File: config.mk
export PLATFORM = sky130hd
export DESIGN_NAME = mpi_indexer
export DESIGN_NICKNAME = d
export VERILOG_FILES = /design/src/rtl/mpi_pkg.sv /design/src/rtl/mpi_tmr_if.sv /design/src/rtl/mpi_timer.sv /design/src/rtl/mpi_indexer.sv
export SDC_FILE = /design/constraint.sdc
export NUM_CORES = 2
export LEC_CHECK = 0
export ABC_AREA = 1
export ABC_CLOCK_PERIOD_IN_PS = 22600
export BUFFER_PORTS_ARGS = -buffer_cell sky130_fd_sc_hd__buf_2
export CORE_UTILIZATION = 41
export CTS_CLUSTER_DIAMETER = 80
export DETAILED_ROUTE_END_ITERATION = 16
export SLEW_MARGIN = 10
export SYNTH_ARGS = -nofsm -noshare
export SYNTH_HDL_FRONTEND = slang
export SYNTH_SLANG_ARGS = --single-unit
File: constraint.sdc
create_clock -name CLOCK -period 22.6 [get_ports CLOCK]
set_input_delay 1.13 -clock CLOCK [delete_from_list [all_inputs] [get_ports CLOCK]]
set_output_delay 1.13 -clock CLOCK [all_outputs]
set_load 0.02 [all_outputs]
File: src/rtl/mpi_pkg.sv
package mpi_pkg;
  // Register byte offsets
  localparam logic [7:0] OFS_CTRL = 8'h00;
  localparam logic [7:0] OFS_CFG = 8'h04;
  localparam logic [7:0] OFS_DELAY = 8'h08;
  localparam logic [7:0] OFS_SHUT = 8'h0c;
  localparam logic [7:0] OFS_TOOL = 8'h10;
  localparam logic [7:0] OFS_VSCALE = 8'h14;
  localparam logic [7:0] OFS_STATUS = 8'h18;
  localparam logic [7:0] OFS_SCALE = 8'h1c;
  localparam logic [7:0] OFS_MEAS = 8'h20;
  // CFG fields
  localparam int CFG_CTL_LSB = 0;
  localparam int CFG_DRV_LSB = 4;
  localparam int CFG_FB_LSB = 8;
  localparam int CFG_SHM_LSB = 12;
  localparam int CFG_NPOS_LSB = 16;
  localparam int CFG_CUR_LSB = 24;
  // CTRL bits (write one to act)
  localparam int CTRL_GO = 0;
  localparam int CTRL_CONT = 1;
  localparam int CTRL_LAYER_DONE = 2;
  localparam int CTRL_CLR_ERR = 3;
  localparam int CTRL_SNS_FAIL = 4;
  localparam int CTRL_LOAD_POS = 5;
  localparam int CTRL_TGT_LSB = 8;
  // Positions and widths
  localparam int NPOS_MAX = 16;
  localparam int POS_W = 4;
  localparam int BCD_W = 4;
  // Reset values
  localparam logic [3:0] NPOS_RST = 4'h1;
  localparam logic [15:0] TOOL_UNITY = 16'h0064; // 100 percent
  localparam logic [15:0] VSCALE_RST = 16'h0064; // +10.0 V in 0.1 V steps
  // Timing: delays are in milliseconds
  localparam int CLK_HZ = 100_000_000;
  localparam int MS_CYC = CLK_HZ / 1000;
  localparam int PULSE_US = 100;
  localparam int PULSE_CYC = PULSE_US * (CLK_HZ / 1_000_000);
  localparam int GAP_CYC = PULSE_CYC;
  typedef enum logic [2:0] {CT_MANUAL, CT_DIRECT, CT_BCD, CT_INDIV} mpi_ctl_e;
  typedef enum logic [2:0] {DR_UP, DR_DOWN, DR_FAST, DR_INLINE, DR_SSTEP, DR_DSTEP} mpi_drv_e;
  typedef enum logic [2:0] {FB_NONE, FB_INDIV, FB_BCD, FB_HOME, FB_INPOS} mpi_fb_e;
  typedef enum logic [1:0] {SH_NONE, SH_DUAL, SH_YES} mpi_shm_e;
endpackage : mpi_pkg

File: src/rtl/mpi_tmr_if.sv
`timescale 1ns/10ps
interface mpi_tmr_if;
  logic start;
  logic [31:0] load;
  logic done;
  modport ctl (output start, output load, input done);
  modport tmr (input start, input load, output done);
endinterface : mpi_tmr_if

File: src/rtl/mpi_timer.sv
`timescale 1ns/10ps
module mpi_timer (
  // Clock and reset
  input wire logic clk,
  input wire logic rst_n,
  // Control
  mpi_tmr_if.tmr t
);
  logic [31:0] cnt_r;
  logic run_r;

  // Down counter; done pulses once when the count runs out
  always_ff @(posedge clk) begin
    if (!rst_n) begin
      cnt_r <= 32'h0;
      run_r <= 1'b0;
      t.done <= 1'b0;
    end else begin
      t.done <= 1'b0;
      if (t.start) begin
        cnt_r <= (t.load == 32'h0) ? 32'h1 : t.load;
        run_r <= 1'b1;
      end else if (run_r) begin
        if (cnt_r == 32'h1) begin
          run_r <= 1'b0;
          t.done <= 1'b1;
        end
        cnt_r <= cnt_r - 32'h1;
      end
    end
  end
endmodule : mpi_timer

File: src/rtl/mpi_indexer.sv
`timescale 1ns/10ps
// Functional notes
// - Manual control: halt after layer, request position, resume on continue
// - Direct control drives one or two direction outputs
// - Up type uses up output only; down type uses down output only
// - Fast type picks the shorter direction
// - Inline type never wraps; lower target means travel down
// - Step types pulse the valve output
// - BCD control presents target code on relay lines
// - Individual control asserts only the target's line
// - No feedback: position tracked internally from configured value
// - Individual feedback: one input per position, true when in place
// - BCD feedback decodes position minus one
// - Single home input true only at position one
// - In-position input true whenever any position aligned
// - No feedback: wait indexer delay then assume arrival
// - Feedback: wait indexer delay, else timeout error
// - Configurable position count per input
// - In-position or no feedback: position from operator value
// - Shutter modes none, dual, yes
// - Shutter yes: wait shutter delay before using sensor
// - Rate and thickness scaled by tooling percent
// - Source voltage scale sets full-scale output; here VSCALE is only stored and read back
module mpi_indexer (
  // Clock and reset
  input wire logic CLOCK,
  input wire logic RESETN,
  // Avalon-MM slave
  input wire logic [7:0] AVS_ADDRESS,
  input wire logic AVS_READ,
  input wire logic AVS_WRITE,
  input wire logic [31:0] AVS_WRITEDATA,
  output logic [31:0] AVS_READDATA,
  output logic AVS_WAITREQUEST,
  // Actuator outputs
  output logic DRIVE_UP,
  output logic DRIVE_DOWN,
  output logic VALVE_PULSE,
  output logic [3:0] SEL_BCD,
  output logic [15:0] SEL_LINE,
  output logic SHUTTER_OPEN,
  output logic SENSOR_READY,
  output logic HALTED,
  output logic POS_TIMEOUT,
  // Position feedback pins
  input wire logic [15:0] FB_IN
);
  // Configuration registers
  logic [31:0] cfg_r;
  logic [15:0] delay_r, shut_r, tool_r, vscale_r;
  logic [31:0] meas_r, scaled_r;
  logic [15:0] fb_s1_r, fb_s2_r;
  logic [3:0] pos_r, tgt_r;
  logic err_r, halt_r, busy_r, pend_r, shut_wait_r, ready_r, left_r;
  logic rd_ack_r;

  wire [2:0] ctl = cfg_r[mpi_pkg::CFG_CTL_LSB +: 3];
  wire [2:0] drv = cfg_r[mpi_pkg::CFG_DRV_LSB +: 3];
  wire [2:0] fb = cfg_r[mpi_pkg::CFG_FB_LSB +: 3];
  wire [1:0] shm = cfg_r[mpi_pkg::CFG_SHM_LSB +: 2];
  wire [3:0] npos_m1 = cfg_r[mpi_pkg::CFG_NPOS_LSB +: 4]; // count minus one
  wire [3:0] cur_cfg = cfg_r[mpi_pkg::CFG_CUR_LSB +: 4];

  wire wr_ctrl = AVS_WRITE && AVS_ADDRESS == mpi_pkg::OFS_CTRL;
  wire go = wr_ctrl && AVS_WRITEDATA[mpi_pkg::CTRL_GO];
  wire cont = wr_ctrl && AVS_WRITEDATA[mpi_pkg::CTRL_CONT];
  wire layer_done = wr_ctrl && AVS_WRITEDATA[mpi_pkg::CTRL_LAYER_DONE];
  wire clr_err = wr_ctrl && AVS_WRITEDATA[mpi_pkg::CTRL_CLR_ERR];
  wire sns_fail = wr_ctrl && AVS_WRITEDATA[mpi_pkg::CTRL_SNS_FAIL];
  wire [3:0] wr_tgt = AVS_WRITEDATA[mpi_pkg::CTRL_TGT_LSB +: 4];

  // Writes take effect at once; reads answer one cycle later
  assign AVS_WAITREQUEST = AVS_READ && !rd_ack_r;

  always_ff @(posedge CLOCK) begin
    if (!RESETN) begin
      rd_ack_r <= 1'b0;
    end else begin
      rd_ack_r <= AVS_READ && !rd_ack_r;
    end
  end

  // Feedback pins pass two flip-flops first
  always_ff @(posedge CLOCK) begin
    if (!RESETN) begin
      fb_s1_r <= 16'h0;
      fb_s2_r <= 16'h0;
    end else begin
      fb_s1_r <= FB_IN;
      fb_s2_r <= fb_s1_r;
    end
  end

  // In-position is still true as a move starts; only a reading after it dropped counts
  always_ff @(posedge CLOCK) begin
    if (!RESETN) begin
      left_r <= 1'b0;
    end else if (go && !busy_r) begin
      left_r <= 1'b0;
    end else if (busy_r && !fb_s2_r[0]) begin
      left_r <= 1'b1;
    end
  end

  // Decode feedback to an arrival flag and a sensed position
  logic fb_hit;
  logic [3:0] fb_pos;
  always_comb begin
    fb_hit = 1'b0;
    fb_pos = tgt_r; // In-position arrival adopts the target
    unique case (fb)
      mpi_pkg::FB_INDIV: begin
        fb_hit = fb_s2_r[tgt_r];
        fb_pos = tgt_r;
      end
      mpi_pkg::FB_BCD: begin
        fb_pos = fb_s2_r[3:0]; // code is position minus one
        fb_hit = (fb_s2_r[3:0] == tgt_r);
      end
      mpi_pkg::FB_HOME: begin
        fb_hit = fb_s2_r[0] && tgt_r == 4'h0;
        fb_pos = fb_hit ? 4'h0 : pos_r;
      end
      mpi_pkg::FB_INPOS: fb_hit = fb_s2_r[0] && left_r;
      default: fb_hit = 1'b0;
    endcase
  end

  // Move timer and shutter timer
  mpi_tmr_if mv_t ();
  mpi_tmr_if sh_t ();
  mpi_timer u_mv (.clk(CLOCK), .rst_n(RESETN), .t(mv_t));
  mpi_timer u_sh (.clk(CLOCK), .rst_n(RESETN), .t(sh_t));
  assign mv_t.load = delay_r * 32'(mpi_pkg::MS_CYC);
  assign sh_t.load = shut_r * 32'(mpi_pkg::MS_CYC);

  // Direction choice; positions held internally as index from zero
  logic up_dir;
  logic [3:0] fwd, back;
  always_comb begin
    fwd = (tgt_r >= pos_r) ? tgt_r - pos_r : 4'(tgt_r + npos_m1 + 4'h1 - pos_r);
    back = (pos_r >= tgt_r) ? pos_r - tgt_r : 4'(pos_r + npos_m1 + 4'h1 - tgt_r);
    unique case (drv)
      mpi_pkg::DR_DOWN: up_dir = 1'b0;
      mpi_pkg::DR_FAST: up_dir = fwd <= back;
      mpi_pkg::DR_INLINE: up_dir = tgt_r > pos_r;
      default: up_dir = 1'b1;
    endcase
  end

  wire step_type = drv == mpi_pkg::DR_SSTEP || drv == mpi_pkg::DR_DSTEP;
  wire [1:0] pulses_per = (drv == mpi_pkg::DR_DSTEP) ? 2'd2 : 2'd1;
  logic [31:0] pcnt_r;
  logic [4:0] pleft_r;
  logic phigh_r;

  // Move sequencing: start, hold drive, then settle on delay or feedback
  always_ff @(posedge CLOCK) begin
    if (!RESETN) begin
      pos_r <= 4'h0;
      tgt_r <= 4'h0;
      busy_r <= 1'b0;
      halt_r <= 1'b0;
      pend_r <= 1'b0;
      err_r <= 1'b0;
      mv_t.start <= 1'b0;
    end else begin
      mv_t.start <= 1'b0;
      if (wr_ctrl && AVS_WRITEDATA[mpi_pkg::CTRL_LOAD_POS]) pos_r <= cur_cfg;
      if (clr_err && !(busy_r && mv_t.done && !fb_hit && fb != mpi_pkg::FB_NONE))
        err_r <= 1'b0;
      if (go && !busy_r) begin
        tgt_r <= (wr_tgt > npos_m1) ? npos_m1 : wr_tgt;
        if (ctl == mpi_pkg::CT_MANUAL) begin
          pend_r <= (wr_tgt != pos_r);
        end else if (wr_tgt != pos_r || fb != mpi_pkg::FB_NONE) begin
          busy_r <= 1'b1;
          mv_t.start <= 1'b1;
        end
      end
      if (layer_done && ctl == mpi_pkg::CT_MANUAL && pend_r) halt_r <= 1'b1;
      if (cont && halt_r) begin
        halt_r <= 1'b0;
        pend_r <= 1'b0;
        pos_r <= tgt_r;
      end
      if (busy_r) begin
        if (fb != mpi_pkg::FB_NONE && fb_hit) begin
          busy_r <= 1'b0; // feedback confirms arrival
          pos_r <= fb_pos;
        end else if (mv_t.done) begin
          busy_r <= 1'b0;
          if (fb == mpi_pkg::FB_NONE) pos_r <= tgt_r;
          else err_r <= 1'b1;
        end
      end
    end
  end

  // Valve pulse train: fixed width high, equal gap
  always_ff @(posedge CLOCK) begin
    if (!RESETN) begin
      pcnt_r <= 32'h0;
      pleft_r <= 5'd0;
      phigh_r <= 1'b0;
    end else if (mv_t.start && step_type && ctl == mpi_pkg::CT_DIRECT) begin
      pleft_r <= 5'(fwd) * 5'(pulses_per); // pulses per position advanced
      phigh_r <= fwd != 4'h0;
      pcnt_r <= 32'(mpi_pkg::PULSE_CYC);
    end else if (pleft_r != 5'd0) begin
      if (pcnt_r == 32'h1) begin
        phigh_r <= !phigh_r; // The last pulse ends with nothing left, so no trailing gap
        if (phigh_r) pleft_r <= pleft_r - 5'd1;
        pcnt_r <= phigh_r ? 32'(mpi_pkg::GAP_CYC) : 32'(mpi_pkg::PULSE_CYC);
      end else begin
        pcnt_r <= pcnt_r - 32'h1;
      end
    end
  end

  // Actuator outputs, registered
  always_ff @(posedge CLOCK) begin
    if (!RESETN) begin
      DRIVE_UP <= 1'b0;
      DRIVE_DOWN <= 1'b0;
      VALVE_PULSE <= 1'b0;
      SEL_BCD <= 4'h0;
      SEL_LINE <= 16'h0;
    end else begin
      DRIVE_UP <= busy_r && ctl == mpi_pkg::CT_DIRECT && !step_type && up_dir;
      DRIVE_DOWN <= busy_r && ctl == mpi_pkg::CT_DIRECT && !step_type && !up_dir;
      VALVE_PULSE <= phigh_r;
      SEL_BCD <= (ctl == mpi_pkg::CT_BCD) ? tgt_r : 4'h0;
      SEL_LINE <= (ctl == mpi_pkg::CT_INDIV) ? 16'h1 << tgt_r : 16'h0;
    end
  end

  // Shutter: yes opens in use and waits its delay; dual opens after failure
  always_ff @(posedge CLOCK) begin
    if (!RESETN) begin
      SHUTTER_OPEN <= 1'b0;
      shut_wait_r <= 1'b0;
      ready_r <= 1'b0;
      sh_t.start <= 1'b0;
    end else begin
      sh_t.start <= 1'b0;
      unique case (shm)
        mpi_pkg::SH_YES: begin
          if (!SHUTTER_OPEN && !busy_r) begin
            SHUTTER_OPEN <= 1'b1;
            shut_wait_r <= 1'b1;
            sh_t.start <= 1'b1;
            ready_r <= 1'b0;
          end else if (shut_wait_r && sh_t.done) begin
            shut_wait_r <= 1'b0;
            ready_r <= 1'b1;
          end
        end
        mpi_pkg::SH_DUAL: begin
          if (sns_fail) SHUTTER_OPEN <= 1'b1;
          ready_r <= 1'b1;
        end
        default: begin
          SHUTTER_OPEN <= 1'b0;
          ready_r <= 1'b1;
        end
      endcase
    end
  end

  // Tooling scale: result = measured * tooling / 100
  always_ff @(posedge CLOCK) begin
    if (!RESETN) begin
      scaled_r <= 32'h0;
    end else begin
      scaled_r <= 32'((64'(meas_r) * 64'(tool_r)) / 64'(mpi_pkg::TOOL_UNITY));
    end
  end

  // Register writes
  always_ff @(posedge CLOCK) begin
    if (!RESETN) begin
      cfg_r <= {8'h0, 4'h0, mpi_pkg::NPOS_RST - 4'h1, 16'h0};
      delay_r <= 16'h1;
      shut_r <= 16'h1;
      tool_r <= mpi_pkg::TOOL_UNITY;
      vscale_r <= mpi_pkg::VSCALE_RST;
      meas_r <= 32'h0;
    end else if (AVS_WRITE) begin
      unique case (AVS_ADDRESS)
        mpi_pkg::OFS_CFG: cfg_r <= AVS_WRITEDATA;
        mpi_pkg::OFS_DELAY: delay_r <= AVS_WRITEDATA[15:0];
        mpi_pkg::OFS_SHUT: shut_r <= AVS_WRITEDATA[15:0];
        mpi_pkg::OFS_TOOL: tool_r <= AVS_WRITEDATA[15:0];
        mpi_pkg::OFS_VSCALE: vscale_r <= AVS_WRITEDATA[15:0]; // signed 0.1 V
        mpi_pkg::OFS_MEAS: meas_r <= AVS_WRITEDATA;
        default: ;
      endcase
    end
  end

  // Read mux; unmapped reads return zero
  always_ff @(posedge CLOCK) begin
    if (!RESETN) begin
      AVS_READDATA <= 32'h0;
    end else if (AVS_READ && !rd_ack_r) begin
      unique case (AVS_ADDRESS)
        mpi_pkg::OFS_CFG: AVS_READDATA <= cfg_r;
        mpi_pkg::OFS_DELAY: AVS_READDATA <= {16'h0, delay_r};
        mpi_pkg::OFS_SHUT: AVS_READDATA <= {16'h0, shut_r};
        mpi_pkg::OFS_TOOL: AVS_READDATA <= {16'h0, tool_r};
        mpi_pkg::OFS_VSCALE: AVS_READDATA <= {16'h0, vscale_r};
        mpi_pkg::OFS_STATUS:
          AVS_READDATA <= {16'h0, tgt_r, pos_r, 3'h0, ready_r, pend_r, halt_r, err_r, busy_r};
        mpi_pkg::OFS_SCALE: AVS_READDATA <= scaled_r;
        mpi_pkg::OFS_MEAS: AVS_READDATA <= meas_r;
        default: AVS_READDATA <= 32'h0;
      endcase
    end
  end

  assign SENSOR_READY = ready_r;
  assign HALTED = halt_r;
  assign POS_TIMEOUT = err_r;

  // Checks
  property p_timeout;
    @(posedge CLOCK) disable iff (!RESETN)
      busy_r && mv_t.done && fb != mpi_pkg::FB_NONE && !fb_hit |=> err_r;
  endproperty
  a_timeout: assert property (p_timeout) else $error("timeout not flagged");
  property p_nofb;
    @(posedge CLOCK) disable iff (!RESETN)
      busy_r && mv_t.done && fb == mpi_pkg::FB_NONE |=> pos_r == $past(tgt_r) && !busy_r;
  endproperty
  a_nofb: assert property (p_nofb) else $error("position not assumed");
  property p_dirs;
    @(posedge CLOCK) disable iff (!RESETN) !(DRIVE_UP && DRIVE_DOWN);
  endproperty
  a_dirs: assert property (p_dirs) else $error("both drives on");
  property p_line;
    @(posedge CLOCK) disable iff (!RESETN) $countones(SEL_LINE) <= 1;
  endproperty
  a_line: assert property (p_line) else $error("several select lines");
  property p_bcd;
    @(posedge CLOCK) disable iff (!RESETN) ctl == mpi_pkg::CT_BCD |=> SEL_BCD == $past(tgt_r);
  endproperty
  a_bcd: assert property (p_bcd) else $error("bcd select wrong");
  property p_inline;
    @(posedge CLOCK) disable iff (!RESETN)
      busy_r && ctl == mpi_pkg::CT_DIRECT && drv == mpi_pkg::DR_INLINE && tgt_r < pos_r
      |=> !DRIVE_UP;
  endproperty
  a_inline: assert property (p_inline) else $error("inline wrapped up");
  property p_halt;
    @(posedge CLOCK) disable iff (!RESETN) halt_r && !cont |=> halt_r;
  endproperty
  a_halt: assert property (p_halt) else $error("halt released early");
  property p_noshut;
    @(posedge CLOCK) disable iff (!RESETN) shm == mpi_pkg::SH_NONE |=> !SHUTTER_OPEN;
  endproperty
  a_noshut: assert property (p_noshut) else $error("shutter opened in none");
  c_move: cover property (@(posedge CLOCK) disable iff (!RESETN) busy_r ##1 !busy_r);
  c_err: cover property (@(posedge CLOCK) disable iff (!RESETN) $rose(err_r));
  c_valve: cover property (@(posedge CLOCK) disable iff (!RESETN) $rose(VALVE_PULSE));
endmodule : mpi_indexer

==> reports/qor_table.md <==
| Metric | Value | Unit |
| --- | --- | --- |
| Final count of hold timing violations | 0 | - |
| Average cell area after synthesis | 7.14 | um^2 |
| Final setup vio count | 4 | - |
| Multi-input combinational cell area | 36500 | um^2 |
| Failing checks | setup timing | - |
| Max stage delay on crit path | 620 | ps |
| Max-capacitance violation count | 0 | - |
| Number of cells traversed by the worst register-to-register path | 211 | - |
| Top-Level Pins | 120 | - |
| Total number of H-tree levels | 2 | - |
| Cts bufs inserted | 48 | - |
| Pin count of the biggest net entering global routing | 78 | - |
| Remaining global-route overflow | 0 | - |
| Unrepaired setup endpoints after global routing | true | - |
| Count of different cell masters after synthesis | 73 | - |
| Number of optimization iterations in the first detailed-route pass | 6 | - |
| Crit path launch | tool_r[6]$_SDFFE_PN1P_ | - |
| Result of the run | finished, violations left | - |
| Worst skew pair latency | 630 | ps |
| Logic depth of the worst setup path including buffers | 211 | - |
| Number of cells produced by synthesis | 6769 | - |
| Critical path's most frequent cell | nand2_4 | - |
| Gpl congestion | 0.925 | - |
| Data required time of the worst path | 23100 | ps |
| Detail-routed net length per standard cell | 16.2 | um |
| Starting utilization of the core area | 41.5 | % |
| Buffers added on ports | 119 | - |
| Initial antenna violation count | 4 | - |
| Async set or reset register ratio after synthesis | 0 | % |
| Startpoint type of the worst setup path | flop | - |
| Area enclosed by the die boundary | 119000 | um^2 |
| Clock tree skew after final layout | 33.5 | ps |
| Global-route wire length before repair | 232 | mm |
| Number of global-route vias before repair | 44.0k | - |
| Remaining routing DRC violations | 0 | - |
| Fraction of final layout cells sized beyond drive strength 1 | 24.3 | % |
| R2R Setup Slk | -1290 | ps |
| Final worst path period need | 23890 | ps |
| Final core utilization | 51.4 | % |
| CP delay by family, top | simple AND/OR/NAND/NOR gates | - |
| Number of flip-flops and latches in the synthesized netlist | 372 | - |
| Largest fanout on the critical path | 6 | - |
| Area inside the core boundary | 117000 | um^2 |
| Proportion of synthesized chip area in sequential cells | 15.4 | % |
| Antenna viol nets, final | 0 | - |
| Clock-pin slew reported for the worst setup and hold paths after clock tree synthesis | 60 | ps |
| Synthesized Nets | 7696 | - |
| Number of clock sinks | 372 | - |
| Period utilisation layout | 106 | % |
| Total vias in the final route | 45.0k | - |
| Least setup slack across all paths after layout | -1290 | ps |
| Kind of capture point of the worst setup path | flop | - |
| Detailed Route WL | 146 | mm |
| Class of the tightest hold or removal check | flop to flop | - |
| Maximum achievable frequency | 0.0419 | GHz |
| Commonest register cell after synthesis | dfxtp_1 | - |
| Crit path DAT | 24390 | ps |
| Clock tree from TritonCTS | yes | - |
| Startpoint of the most critical register-to-register path | tool_r[6]$_SDFFE_PN1P_ | - |
| Area of the mapped netlist | 48300 | um^2 |
| CTS max path bufs | 3 | - |
| Actual transition at the worst max-transition pin | 1110 | ps |
| Reg2reg end | scaled_r[0]$_SDFF_PN0_ | - |
| Clock root buffer master | clkbuf_16 | - |
| Capturing instance or port of the critical path | scaled_r[0]$_SDFF_PN0_ | - |
| Number of fillers in the final layout | 11.2k | - |
| Floorplan die width | 345 | um |
| Count of hold-fix buffers inserted at cts | 0 | - |
| Max-slew violations | 0 | - |
| Standard-cell rows | 125 | - |
| Starting DRC count in detailed routing | 2844 | - |
| YS warnings | 0 | - |
| Nets | 8341 | - |
| Vias per std cell | 5.01 | - |
| Signed area change from the synthesized netlist to the final layout | 24.0 | % |
| Headroom to the max-slew limit | 25.7 | % |
| Vertical die dimension | 345 | um |
| Number of flops mapped to enable cells by yosys | 0 | - |
| Slowest library cell on the worst path | fa_1 | - |
| Overall Global Routing Usage | 23.9 | % |
| Critical path buffers and inverters | 21 | - |
| Critical Setup Path Class | flop to flop | - |
| Sequential standard cell area | 7490 | um^2 |
| Post-detailed-placement half-perimeter wirelength | 115 | mm |
kinds of logic (layout without fill, tap and decap cells):
group	count (synthesis)	count (layout)	synth area share, %
buffers and inverters	1731	2415	13.7
AOI/OAI and AO/OA	815	815	9.55
other	0	2	0
xor gates and xnor gates	146	146	2.68
adders and majority gates	867	867	30.4
and+or+nand+nor	2838	2838	28.2
DFF	372	372	15.4
stage by stage:
step	setup WS, ps	cells	cell area [um^2]	setup TNS [ps]	hold WS, ps
6_report	-1290	8979	59900	-3950	411
3_3_place_gp	-564	8793	54900	-1180	400
5_1_grt	-3020	8978	59900	-13810	429
4_1_cts	-807	8911	57900	-1850	412
2_1_floorplan	581	6769	48300	0	390
3_5_place_dp	-1390	8793	54900	-4430	398
worst reg2reg max path: cells and delay by family, from the launching register on:
family / cells / cell delay [ps]
fa+ha+maj: 7 / 3380
flops: 1 / 430
simple gates: 178 / 17200
compound gates: 5 / 850
buf+inv: 21 / 1980
state kept, by name, summed over array words and instances, names as in the netlist, 32 cells and up:
register      cells
AVS_READDATA     32
cfg_r            32
meas_r           32
pcnt_r           32
scaled_r         32
u_mv.cnt_r       32
u_sh.cnt_r       32
worst min-delay path by stage:
| stage | start | to | slack (ps) | cells past startpoint |
|---|---|---|---|---|
| floorplan | fb_s1_r[0]$_SDFF_PN0_ | fb_s2_r[0]$_SDFF_PN0_ | 390 | 2 |
| global placement | fb_s1_r[1]$_SDFF_PN0_ | fb_s2_r[1]$_SDFF_PN0_ | 400 | 2 |
| detailed placement | fb_s1_r[8]$_SDFF_PN0_ | fb_s2_r[8]$_SDFF_PN0_ | 400 | 2 |
| CTS | fb_s1_r[8]$_SDFF_PN0_ | fb_s2_r[8]$_SDFF_PN0_ | 410 | 2 |
| global route | fb_s1_r[9]$_SDFF_PN0_ | fb_s2_r[9]$_SDFF_PN0_ | 430 | 2 |
| finish | fb_s1_r[1]$_SDFF_PN0_ | fb_s2_r[1]$_SDFF_PN0_ | 410 | 2 |
synthesized netlist by cell type, drive strengths merged (97+ instances only):
library cell,n,area (um^2)
fa,514,10300
nand2,1855,8390
ha,353,4420
nor2,429,1880
nand4,112,835
clkbuf,222,853
a21oi,326,1650
nand3,332,1890
dfxtp,372,7450
xor2,97,865
inv,1478,5580
o21ai,310,1590
placed cells by master (no fill, tap or decap), types with 26 or more instances in the layout:
| master | synthesis | routed |
|---|---|---|
| clkbuf_16 | 0 | 53 |
| ha_4 | 0 | 31 |
| nor2_2 | 34 | 26 |
| o21ai_0 | 284 | 270 |
| nand2_1 | 1517 | 1414 |
| xor2_1 | 95 | 95 |
| inv_1 | 1415 | 1382 |
| nand4_1 | 92 | 92 |
| buf_12 | 0 | 38 |
| nand2_2 | 221 | 236 |
| nor3_1 | 55 | 54 |
| nor2_4 | 22 | 59 |
| buf_2 | 0 | 118 |
| buf_4 | 0 | 649 |
| nand3_2 | 36 | 77 |
| a21oi_1 | 322 | 299 |
| nand2_4 | 117 | 197 |
| a221oi_1 | 28 | 28 |
| nand3_1 | 292 | 239 |
| inv_2 | 54 | 81 |
| ha_1 | 353 | 321 |
| a31oi_1 | 36 | 35 |
| o211ai_1 | 32 | 32 |
| fa_2 | 0 | 27 |
| nor2_1 | 372 | 343 |
| fa_1 | 514 | 487 |
| xnor2_1 | 49 | 49 |
| dfxtp_1 | 372 | 347 |
per-layer routing:
| metal | routed length, um | GRT usage [%] | share of wire, % |
|---|---|---|---|
| met2 | 69000 | 40.0 | 47 |
| met3 | 8550 | 3.10 | 5.9 |
| met1 | 63300 | 32.2 | 43 |
| met5 | 0 | 0 | 0 |
| met4 | 4870 | 6.81 | 3.3 |
final cells by class:
cell class	count	area share, %
Inverter	1498	9.57
Timing Repair Buffer	828	10.9
Clock buffer	59	2.24
Antenna cell	2	0.00835
Sequential cell	372	12.5
Multi-Input combinational cell	4666	60.9
Clock inverter	30	0.695
Tap cell	1524	3.18
repair_timing:
action	CTS	global route
cloned	2	4
pin swaps	81	274
endpoints found under the setup margin	5	9
resized for setup	179	381
hold endpoints to repair	0	0
buffers inserted	27	64
Power is not shown: default switching activity piles up to over one toggle a cycle in this logic, so the estimate is an artifact.
